==> src/rtl/wdl_pkg.sv <==
// package for the low-power watchdog block
package wdl_pkg;
    // register offsets of the plain register port
    localparam logic [3:0] ADDR_PERIOD_CTRL = 4'h0;
    localparam logic [3:0] ADDR_CONTROL = 4'h1;
    localparam logic [3:0] ADDR_IRQ_STATUS = 4'h2;
    localparam logic [3:0] ADDR_IRQ_MASK = 4'h3;
    localparam logic [3:0] ADDR_COUNT = 4'h4;
    // period control field positions
    localparam int SEL_LSB = 0;
    localparam int PRESCALE_BIT = 3;
    localparam int ENABLE_BIT = 4;
    // reset values
    localparam logic [4:0] PERIOD_CTRL_RST = 5'h00;
    localparam logic [1:0] IRQ_MASK_RST = 2'h0;
    // base overflow widths in bits
    localparam int BASE_WIDTH_LONG = 14;
    localparam int BASE_WIDTH_SHORT = 10;
    // control register bits
    localparam int CTRL_SERVICE_BIT = 0;
    localparam int CTRL_IDLE_BIT = 1;
    localparam int CTRL_PDOWN_BIT = 2;
    localparam int CTRL_KEEPALIVE_BIT = 3;
    // status bits
    localparam int ST_OVERFLOW = 0;
    localparam int ST_WAKE = 1;
    // length of the reset pulse in cycles
    localparam int RESET_PULSE_CYCLES = 4;

    typedef enum {
        WDL_RUN,
        WDL_PDOWN,
        WDL_WAIT_PIN_HIGH
    } wdl_mode_t;

    typedef struct packed {
        logic [3:0] addr;
        logic [7:0] wdata;
        logic wr;
        logic rd;
    } wdl_bus_req_t;
endpackage

==> src/rtl/wdl_top.sv <==
// watchdog counter with power-down, idle and keep-alive handling
`timescale 1ns/100ps
`default_nettype none
module wdl_top #(
    parameter int COUNT_W = 22
) (
    // clock and reset
    input wire logic clk_sys_i,
    input wire logic resetn_i,
    // register port
    input wire logic [3:0] reg_addr_i,
    input wire logic [7:0] reg_wdata_i,
    input wire logic reg_wr_i,
    input wire logic reg_rd_i,
    output logic [7:0] reg_rdata_o,
    // external level interrupt pin, active low, and its enable
    input wire logic ext_irq_n_i,
    input wire logic ext_irq_en_i,
    // device outputs
    output logic chip_reset_o,
    output logic osc_run_o,
    output logic pdown_o,
    output logic irq_o
);
    initial begin
        if (COUNT_W < 22 || COUNT_W > 30) begin
            $error("wdl_top: COUNT_W must lie in 22..30");
        end
    end

    wdl_pkg::wdl_bus_req_t req;
    assign req = '{addr: reg_addr_i, wdata: reg_wdata_i, wr: reg_wr_i, rd: reg_rd_i};

    // overflow bit index from prescale select and time-out select
    function automatic int unsigned ovf_bit(input logic [4:0] ctl);
        int unsigned base;
        base = ctl[wdl_pkg::PRESCALE_BIT] ? wdl_pkg::BASE_WIDTH_SHORT
                                          : wdl_pkg::BASE_WIDTH_LONG;
        ovf_bit = base + 32'(ctl[wdl_pkg::SEL_LSB +: 3]);
    endfunction

    logic [4:0] period_ctl_ff, nxt_period_ctl;
    logic keepalive_ff, nxt_keepalive;
    logic idle_ff, nxt_idle;
    logic [1:0] status_ff, nxt_status;
    logic [1:0] mask_ff, nxt_mask;
    logic [COUNT_W-1:0] cnt_ff, nxt_cnt;
    wdl_pkg::wdl_mode_t mode_ff, nxt_mode;
    logic [2:0] rst_cnt_ff, nxt_rst_cnt;
    logic chip_reset_ff, nxt_chip_reset;
    logic osc_run_ff, nxt_osc_run;
    logic pdown_ff, nxt_pdown;
    logic irq_ff, nxt_irq;
    logic [7:0] rdata_ff, nxt_rdata;
    logic wake_pending_ff, nxt_wake_pending;

    logic wr_period, wr_ctrl, service, enter_pd, overflow, counting, irq_wake;
    logic [1:0] ev;

    // strobes and event decode
    always_comb begin
        wr_period = req.wr && req.addr == wdl_pkg::ADDR_PERIOD_CTRL;
        wr_ctrl = req.wr && req.addr == wdl_pkg::ADDR_CONTROL;
        service = wr_ctrl && req.wdata[wdl_pkg::CTRL_SERVICE_BIT];
        enter_pd = wr_ctrl && req.wdata[wdl_pkg::CTRL_PDOWN_BIT];
        // level interrupt only wakes while its enable is high in the same cycle
        irq_wake = !ext_irq_n_i && ext_irq_en_i;
        // counter runs in normal and idle, and in power-down only with keep-alive
        counting = period_ctl_ff[wdl_pkg::ENABLE_BIT] && !chip_reset_ff
                   && (mode_ff == wdl_pkg::WDL_RUN
                       || (mode_ff == wdl_pkg::WDL_PDOWN && keepalive_ff));
        overflow = counting && cnt_ff[ovf_bit(period_ctl_ff)];
    end

    // register writes, counter and power mode
    always_comb begin
        nxt_period_ctl = period_ctl_ff;
        nxt_keepalive = keepalive_ff;
        nxt_idle = idle_ff;
        nxt_mask = mask_ff;
        nxt_cnt = cnt_ff;
        nxt_mode = mode_ff;
        nxt_rst_cnt = rst_cnt_ff;
        nxt_chip_reset = chip_reset_ff;
        nxt_wake_pending = 1'b0;
        if (wr_period) begin
            nxt_period_ctl = req.wdata[4:0];
        end
        if (wr_ctrl) begin
            nxt_keepalive = req.wdata[wdl_pkg::CTRL_KEEPALIVE_BIT];
            nxt_idle = req.wdata[wdl_pkg::CTRL_IDLE_BIT];
        end
        if (req.wr && req.addr == wdl_pkg::ADDR_IRQ_MASK) begin
            nxt_mask = req.wdata[1:0];
        end
        // counter: frozen outside counting, cleared on service or overflow
        if (service || overflow) begin
            nxt_cnt = '0;
        end else if (counting) begin
            nxt_cnt = cnt_ff + COUNT_W'(1);
        end
        unique case (mode_ff)
            wdl_pkg::WDL_RUN: begin
                if (enter_pd) begin
                    nxt_mode = wdl_pkg::WDL_PDOWN;
                end
            end
            wdl_pkg::WDL_PDOWN: begin
                if (irq_wake) begin
                    // without keep-alive the count waits for the pin to rise
                    nxt_mode = keepalive_ff ? wdl_pkg::WDL_RUN
                                            : wdl_pkg::WDL_WAIT_PIN_HIGH;
                    nxt_wake_pending = 1'b1;
                end
            end
            wdl_pkg::WDL_WAIT_PIN_HIGH: begin
                if (ext_irq_n_i) begin
                    nxt_mode = wdl_pkg::WDL_RUN;
                end
            end
        endcase
        // overflow gives one reset pulse, leaves power-down, clears period control (disabling the watchdog) and idle
        if (overflow) begin
            nxt_chip_reset = 1'b1;
            nxt_rst_cnt = 3'(wdl_pkg::RESET_PULSE_CYCLES - 1);
            nxt_mode = wdl_pkg::WDL_RUN;
            nxt_period_ctl = wdl_pkg::PERIOD_CTRL_RST;
            nxt_idle = 1'b0;
        end else if (chip_reset_ff) begin
            if (rst_cnt_ff == 3'h0) begin
                nxt_chip_reset = 1'b0;
            end else begin
                nxt_rst_cnt = rst_cnt_ff - 3'h1;
            end
        end
    end

    // sticky status, interrupt output and read data
    always_comb begin
        ev = 2'h0;
        ev[wdl_pkg::ST_OVERFLOW] = overflow;
        ev[wdl_pkg::ST_WAKE] = wake_pending_ff;
        nxt_status = status_ff;
        if (req.wr && req.addr == wdl_pkg::ADDR_IRQ_STATUS) begin
            nxt_status = status_ff & ~req.wdata[1:0];
        end
        // a new event wins over a clear in the same cycle
        nxt_status = nxt_status | ev;
        nxt_irq = |(nxt_status & nxt_mask);
        nxt_osc_run = !(nxt_mode == wdl_pkg::WDL_PDOWN && !nxt_keepalive);
        nxt_pdown = nxt_mode != wdl_pkg::WDL_RUN;
        nxt_rdata = 8'h00;
        if (req.rd) begin
            unique case (req.addr)
                // period control is write only and reads as zero
                wdl_pkg::ADDR_PERIOD_CTRL: nxt_rdata = 8'h00;
                wdl_pkg::ADDR_CONTROL: nxt_rdata = {4'h0, keepalive_ff, pdown_ff, idle_ff, 1'b0};
                wdl_pkg::ADDR_IRQ_STATUS: nxt_rdata = {6'h00, status_ff};
                wdl_pkg::ADDR_IRQ_MASK: nxt_rdata = {6'h00, mask_ff};
                wdl_pkg::ADDR_COUNT: nxt_rdata = cnt_ff[COUNT_W-1 -: 8];
                default: nxt_rdata = 8'h00;
            endcase
        end
    end

    // state registers
    always_ff @(posedge clk_sys_i or negedge resetn_i) begin
        if (!resetn_i) begin
            period_ctl_ff <= wdl_pkg::PERIOD_CTRL_RST;
            keepalive_ff <= 1'b0;
            idle_ff <= 1'b0;
            status_ff <= 2'h0;
            mask_ff <= wdl_pkg::IRQ_MASK_RST;
            cnt_ff <= '0;
            mode_ff <= wdl_pkg::WDL_RUN;
            rst_cnt_ff <= 3'h0;
            chip_reset_ff <= 1'b0;
            osc_run_ff <= 1'b1;
            pdown_ff <= 1'b0;
            irq_ff <= 1'b0;
            rdata_ff <= 8'h00;
            wake_pending_ff <= 1'b0;
        end else begin
            period_ctl_ff <= nxt_period_ctl;
            keepalive_ff <= nxt_keepalive;
            idle_ff <= nxt_idle;
            status_ff <= nxt_status;
            mask_ff <= nxt_mask;
            cnt_ff <= nxt_cnt;
            mode_ff <= nxt_mode;
            rst_cnt_ff <= nxt_rst_cnt;
            chip_reset_ff <= nxt_chip_reset;
            osc_run_ff <= nxt_osc_run;
            pdown_ff <= nxt_pdown;
            irq_ff <= nxt_irq;
            rdata_ff <= nxt_rdata;
            wake_pending_ff <= nxt_wake_pending;
        end
    end

    assign reg_rdata_o = rdata_ff;
    assign chip_reset_o = chip_reset_ff;
    assign osc_run_o = osc_run_ff;
    assign pdown_o = pdown_ff;
    assign irq_o = irq_ff;
endmodule
`default_nettype wire

==> config.mk <==
export PLATFORM = sky130hd
export DESIGN_NAME = wdl_top
export DESIGN_NICKNAME = d
export VERILOG_FILES = /design/src/rtl/wdl_pkg.sv /design/src/rtl/wdl_top.sv
export SDC_FILE = /design/constraint.sdc
export NUM_CORES = 1
export LEC_CHECK = 0
export BUFFER_PORTS_ARGS = -buffer_cell sky130_fd_sc_hd__clkbuf_2
export CORE_MARGIN = 2
export CORE_UTILIZATION = 45
export DETAILED_ROUTE_END_ITERATION = 8
export HOLD_SLACK_MARGIN = 0.02
export PLACE_DENSITY = 0.68
export SYNTH_ARGS = -nofsm -noshare
export SYNTH_HDL_FRONTEND = slang
export SYNTH_SLANG_ARGS = --single-unit
==> constraint.sdc <==
create_clock -name clk_sys_i -period 7.05 [get_ports clk_sys_i]
set_input_delay 0.3525 -clock clk_sys_i [delete_from_list [all_inputs] [get_ports clk_sys_i]]
set_output_delay 0.3525 -clock clk_sys_i [all_outputs]
set_load 0.1 [all_outputs]
==> flow_summary_export.csv, run 1 <==
group,metric,value,unit
timing,finalClockSkew,0.0104,ns
timing,worstMarginPinSlew,0.999,ns
pwr,comb_power_share,25.8,%
critical_path,worstSetupPathType,"reg -> reg",
global_routing,grt_max_degree,82,
logic_synthesis,syn_nets,359,
logic_synthesis,ys_seq_area_share,53.8,%
clock_tree,cts_sinks,81,
place,portBuffers,26,
clock_tree,clkLatencyLatePin,0.35,ns
critical_path,critPathArrivalTime,3.57,ns
clock_tree,clockRootBuffer,"clkbuf_8",
die,die_w,95.5,um
timing,finalCriticalPeriod,3.37,ns
global_routing,grt_pass1_vias,2605,
routing,ant_nets,0,
logic_synthesis,synth_edf_count,0,
run,maxCapViolCount,0,
timing,max_freq,297,MHz
clock_tree,hold_buffers,0,
pwr,p_clk_share,26.0,%
global_routing,antenna_found_initial,0,
global_routing,grt_use_total,17.8,%
pwr,power_switching,0.432,mW
logic_synthesis,ys_warn_count,0,
logic_synthesis,synthAdderAreaFrac,1.53,%
timing,relSlewSlack,32.4,%
logic_synthesis,postSynth.asyncResetShare,100,%
routing,routed.top_layer,"met4",
cells_and_area,area_delta_synth_final,10.1,%
die,core,0.00818,mm2
cells_and_area,antenna_cells,0,
logic_synthesis,syn-instance-count,337,
timing,fin_crit_sh,47.8,%
logic_synthesis,synthDistinctLibCells,50,
critical_path,worst_path_dominant_cell_family,"compound AO/OA/AOI/OAI gates",
logic_synthesis,synthSimpleGateAreaFrac,25.5,%
routing,dr_total_vias,2581,
place,hpwl,4.81,mm
logic_synthesis,synthFlopType,"dfrtp_1",
routing,m1WireLength,3.38,mm
critical_path,cp-startpoint,"period_ctl_ff[1]",
critical_path,endpoint_kind,"register",
clock_tree,path_clk_slew,0.09,ns
critical_path,reg2regPathDepth,7,
routing,wire_per_inst,15.3,um
pwr,switching_share,36.1,%
critical_path,r2r_end,"cnt_ff[4]",
routing,firstDrtPassIters,4,
place,place_congestion,0.760,
critical_path,cpMaxStageDelayCell,"o21ai_2",
routing,wl_met3,365,um
run_status,outcome,"complete, no violations",
die,initial_utilization,46.1,%
cells_and_area,fin_nets,383,
routing,wl,7.19,mm
cells_and_area,drive_above_1_share,17.8,%
logic_synthesis,synth_top_family_by_area,"simple AND/OR/NAND/NOR gates",
critical_path,critPathMaxStageDelay,0.83,ns
clock_tree,cts_setup_buffers,0,
die,die_h,95.5,um
critical_path,cp.depth,7,
critical_path,critPathMaxFanout,22,
timing,hold_viol,0,
timing,rsz0062_at_grt,"no",
clock_tree,cts_buffers,9,
clock_tree,cts_resized,0,
pwr,p_per_area,288,mW/mm2
critical_path,crit_end,"cnt_ff[4]",
logic_synthesis,synth-xor-area-share,3.48,%
pwr,p_int,0.764,mW
routing,via_per_inst,5.48,
logic_synthesis,synth-compound-area-share,7.27,%
logic_synthesis,synthMuxAreaShare,5.61,%
logic_synthesis,netlist_area,0.00377,mm2
timing,whs,0.144,ns
global_routing,grt-ovfl-total,0,
critical_path,path_cells,"inv_1 > fa_1 > mux2i_1 > mux4_2 > a2111o_1 > o21ai_2 > nor2_1",
timing,setup_viol,0,
critical_path,cp.required,7.25,ns
clock_tree,htree_levels,3,
critical_path,cp.buffers_inverters,1,
global_routing,grt_pass1_wl,12.5,mm
min_path,hold_class,"in -> async",
critical_path,cp-start-kind,"register",
critical_path,r2r_slack,3.68,ns
routing,wl_met2,3.36,mm
logic_synthesis,synth.avg_cell_area,11.2,um2
pwr,power.leakage,1.94,nW
timing,slew_viol_final,0,
pwr,p_seq_share,48.2,%
logic_synthesis,ys_ff_latch,81,
clock_tree,clock_path_buffers,2,
timing,setup_tns,0,ns
die,num_io_pins,30,
routing,drc_errors,0,
clock_tree,cts_tree,"built",
routing,drt_iter0_drc,82,
pwr,ir_drop,0.000138,V
die,rows,33,
critical_path,regToRegStartpoint,"period_ctl_ff[1]",
die,die-area,0.00913,mm2
==> logic make-up after synthesis <==
logic type	count (synthesis)
AO/OA/AOI/OAI	43
XOR/XNOR	15
adder cells (fa/ha/maj)	4
buffers and inverters	23
flip-flops	81
multiplexers	18
AND/OR/NAND/NOR	153
==> through the flow <==
step | cell area [um2] | utilization (%) | setup slack, ns | total power, mW | std cells
CTS | 4150 | 50.8 | 3.64 | 1.21 | 471
global route | 4150 | 50.8 | 3.45 | 1.26 | 471
floorplan | 3770 | - | 4.42 | 0.828 | 337
global placement | 3970 | 48.6 | 3.73 | 0.886 | 455
detailed placement | 3970 | 48.6 | 3.65 | 0.895 | 455
finish | 4150 | 50.8 | 3.68 | 1.20 | 471
==> layer usage <==
| metal | vias up | global-route usage [%] |
|---|---|---|
| met5 | - | 0 |
| met2 | 55 | 28.6 |
| met1 | 1264 | 23.2 |
| met4 | 0 | 5.00 |
| li1 | 1254 | - |
| met3 | 8 | 5.69 |
==> final cells by class <==
class                   instances  area (um2)
fillers                       741        4030
flip-flops and latches         81        2030
clock buffers                  10         138
repair buffers                 27         140
inverters                       9        33.8
clock inverters                 6        42.5
multi-input cells             233        1640
well taps                     105         131
==> cells in the mapped netlist (5+ instances only) <==
cell type | instances | share of area (%)
a21oi_1 | 10 | 1.3
and2_1 | 32 | 5.3
and3_1 | 10 | 1.7
and4_1 | 5 | 1.2
clkbuf_1 | 7 | 0.70
dfrtp_1 | 80 | 53
inv_1 | 9 | 0.90
mux2_2 | 5 | 1.5
mux2i_1 | 11 | 2.9
nand2_1 | 13 | 1.3
nand3_1 | 11 | 1.5
nand4_1 | 9 | 1.5
nor2_1 | 27 | 2.7
nor4_1 | 10 | 1.7
o21ai_0 | 14 | 1.9
or3_1 | 9 | 1.5
xnor2_1 | 15 | 3.5
==> registers in the layout, summed over array words and instances (netlist names) <==
register	flops
chip_reset_o	1
period_ctl_ff	5
mode_ff	32
reg_rdata_o	8
osc_run_o	1
wake_pending_ff	1
status_ff	2
pdown_o	1
irq_o	1
rst_cnt_ff	3
idle_ff	1
mask_ff	2
keepalive_ff	1
cnt_ff	22
==> cell usage in the layout, fill, tap and decap left out, drive strengths merged, types with 12 or more instances in the layout <==
cell | synthesis | layout
dfrtp | 80 | 80
nor4 | 17 | 17
clkbuf | 7 | 35
xnor2 | 15 | 15
and2 | 32 | 32
a21oi | 12 | 12
o21ai | 17 | 17
nor2 | 28 | 28
nand2 | 13 | 13
==> worst register-to-register path: stages (launching register included) <==
cell and delay (ns):
dfrtp_1 0.44, inv_1 0.10, fa_1 0.57, mux2i_1 0.16, mux4_2 0.47, a2111o_1 0.53, o21ai_2 0.83, nor2_1 0.12
==> worst min-delay path by stage <==
stage,startpoint,end,slack [ns]
floorplan,resetn_i,chip_reset_o,0.06
global placement,wake_pending_ff,status_ff[1],0.45
detailed placement,wake_pending_ff,status_ff[1],0.45
CTS,resetn_i,status_ff[0],0.19
global route,resetn_i,reg_rdata_o[0],0.24
finish,resetn_i,reg_rdata_o[0],0.14
==> power by group through the flow <==
| stage | clock [mW] | sequential, mW | combinational [mW] |
|---|---|---|---|
| 2_1_floorplan | 0 | 0.624 | 0.204 |
| 3_3_place_gp | 0 | 0.583 | 0.303 |
| 3_5_place_dp | 0 | 0.584 | 0.311 |
| 4_1_cts | 0.319 | 0.576 | 0.312 |
| 5_1_grt | 0.338 | 0.586 | 0.340 |
| 6_report | 0.311 | 0.576 | 0.308 |
No activity file was read; power rests on OpenSTA's default activity.
==> inputs of run 2 (changes only) <==
- ABC_AREA: unset -> 1
- PLACE_DENSITY: 0.68 -> 0.7
- clock period: 7.05 -> 2.9 ns (I/O delays scaled with it)
==> run 2 against run 1 <==
Clock skew down 0.0013 ns. Register-to-register slack worse by 3.2 ns. Flip-flop and latch count unchanged. Setup slack got worse by 3.2 ns. Power rose to 2.7 times the previous value. Critical path type unchanged. Die area up 11%. First-iteration DRC count up 98%.
==> flow_summary_export.csv, run 2 <==
group,metric,value,unit
run_status,outcome,"complete, no violations",
critical_path,cp-start-kind,"register",
logic_synthesis,ys_seq_area_share,48.3,%
logic_synthesis,ys_ff_latch,81,
cells_and_area,regMostFlops,"mode_ff",
logic_synthesis,postSynth.asyncResetShare,100,%
place,place_ws,0.520,ns
timing,finalCriticalPeriod,2.38,ns
clock_tree,clock_path_buffers,2,
cells_and_area,fill_cells,866,
pwr,fin_total_pwr,3.24,mW
cells_and_area,multi_input_area,0.00174,mm2
routing,firstDrtPassIters,4,
cells_and_area,fin_util,50.0,%
logic_synthesis,syn_nets,543,
timing,worstMarginPinSlew,0.989,ns
critical_path,r2r_slack,0.52,ns
logic_synthesis,yosysTopAreaCell,"dfrtp_1",
place,place_congestion,0.828,
logic_synthesis,synthDistinctLibCells,34,
timing,relSlewSlack,34.0,%
global_routing,grt_pass1_wl,13.9,mm
run,maxCapViolCount,0,
timing,fin_crit_sh,82.0,%
place,portBuffers,26,
timing,whs,0.0431,ns
die,die_w,101,um
place,hpwl,5.80,mm
pwr,p_per_area,708,mW/mm2
clock_tree,cts_buffers,9,
pwr,ir_drop,0.000586,V
cells_and_area,largest_register_ffs,32,
timing,setup_tns,0,ns
cells_and_area,register_area,0.00203,mm2
cells_and_area,fin_nets,574,
logic_synthesis,synth_most_common_cell,"nand2_1",
cells_and_area,mostFrequentLayoutCell,"nand2_1",
logic_synthesis,syn-instance-count,521,
logic_synthesis,synthFlopType,"dfrtp_1",
timing,slew_viol_final,0,
critical_path,critPathMaxFanout,21,
logic_synthesis,synth_area_leaders,"dfrtp_1 48%, nand2_1 12%, inv_1 8.0%",
clock_tree,clkLatencyLatePin,0.34,ns
routing,wl,7.91,mm
global_routing,grt_use_total,17.4,%
global_routing,antenna_found_initial,0,
logic_synthesis,ys_warn_count,0,
clock_tree,cts_tree,"built",
min_path,hold_class,"in -> reg",
die,num_io_pins,30,
routing,via_per_inst,4.89,
die,die_h,101,um
timing,max_freq,421,MHz
routing,dr_total_vias,3268,
cells_and_area,layout_common_cells,"130 x nand2_1, 89 x inv_1, 80 x dfrtp_1",
critical_path,endpoint_kind,"register",
timing,finalClockSkew,0.00915,ns
logic_synthesis,synthTopCellsByCount,"130 x nand2_1, 89 x inv_1, 80 x dfrtp_1",
timing,fin_ws,0.522,ns
logic_synthesis,synth_top_area_share,47.7,%
die,core,0.00915,mm2
clock_tree,path_clk_slew,0.08,ns
clock_tree,cts_sinks,81,
clock_tree,clockRootBuffer,"clkbuf_8",
die,rows,35,
routing,ant_nets,0,
logic_synthesis,synth.avg_cell_area,8.05,um2
global_routing,grt_pass1_vias,3111,
clock_tree,cts_setup_buffers,0,
cells_and_area,drive_above_1_share,14.9,%
logic_synthesis,synth_edf_count,0,
clock_tree,hold_buffers,2,
timing,setup_viol,0,
global_routing,grt-ovfl-total,0,
timing,rsz0062_at_grt,"no",
cells_and_area,area_delta_synth_final,9.13,%
die,initial_utilization,45.8,%
timing,hold_viol,0,
pwr,power.leakage,2.52,nW
critical_path,worstSetupPathType,"reg -> reg",
critical_path,cp.required,3.15,ns
global_routing,grt_max_degree,82,
routing,drt_iter0_drc,162,
clock_tree,cts_resized,0,
clock_tree,htree_levels,3,
logic_synthesis,netlist_area,0.00420,mm2
die,die-area,0.0101,mm2
routing,wire_per_inst,11.8,um
cells_and_area,antenna_cells,0,
critical_path,critPathArrivalTime,2.63,ns
routing,drc_errors,0,
-- run 2: cell count changes in the layout (fill, tap and decap cells not counted), sizes merged, moves of 10 or more --
cell | before | now
nand2 | 13 | 141
inv | 10 | 94
nor2 | 28 | 65
and2 | 32 | 1
nand3 | 11 | 37
nor3 | 3 | 19
xor2 | 0 | 16
nor4 | 17 | 3
xnor2 | 15 | 3
mux2i | 11 | 0
and3 | 10 | 0
-- run 2: critical path, stage by stage (launching register included) --
cell,delay (ns)
dfrtp_1,0.40
inv_1,0.13
fa_1,0.60
inv_1,0.08
o211ai_1,0.09
nand2_1,0.08
nand2_1,0.06
nand2_1,0.10
nand2_4,0.16
nand2_2,0.29
o31ai_1,0.29
-- run 2: per-layer routing --
layer  GRT usage (%)  vias up  routed length, um
li1                -     1685                  -
met1            22.5     1520               3800
met2            28.3       57               3800
met3            4.79        6                229
met4            5.58        0                 77
met5               0        -                  0
-- run 2: final cells by class --
cell class | count | area share (%)
flip-flops and latches | 81 | 44.3
repair buffers | 28 | 3.33
clock inverters | 5 | 0.711
multi-input cells | 338 | 38.0
well taps | 111 | 3.03
clock buffers | 11 | 2.87
inverters | 94 | 7.71
-- run 2: cell families after synthesis --
kind of cell | synth area share, %
AO/OA/AOI/OAI | 4.74
flip-flops | 48.3
buffers and inverters | 10.1
XOR/XNOR | 3.97
adder cells (fa/ha/maj) | 1.37
AND/OR/NAND/NOR | 31.4
-- run 2: path summary, 6_finish.rpt --
kind	depth (start not counted)	start	end
setup / recovery	10	period_ctl_ff[1]	cnt_ff[7]
hold / removal	3	reg_wdata_i[3]	period_ctl_ff[3]
setup reg to reg	10	period_ctl_ff[1]	cnt_ff[7]
hold reg to reg	2	wake_pending_ff	status_ff[1]
max in group asynchronous	2	resetn_i	mode_ff[26]
min in group asynchronous	2	resetn_i	reg_rdata_o[6]
-- run 2: report_power, final --
part	switching [mW]	internal (mW)
registers	0.123	1.28
logic	0.806	0.342
clock network	0.384	0.308
-- run 2: per-stage QoR --
step                cells  cell area (um2)
CTS                   668             4580
global route          668             4580
floorplan             521             4200
detailed placement    650             4390
finish                668             4580
global placement      650             4390
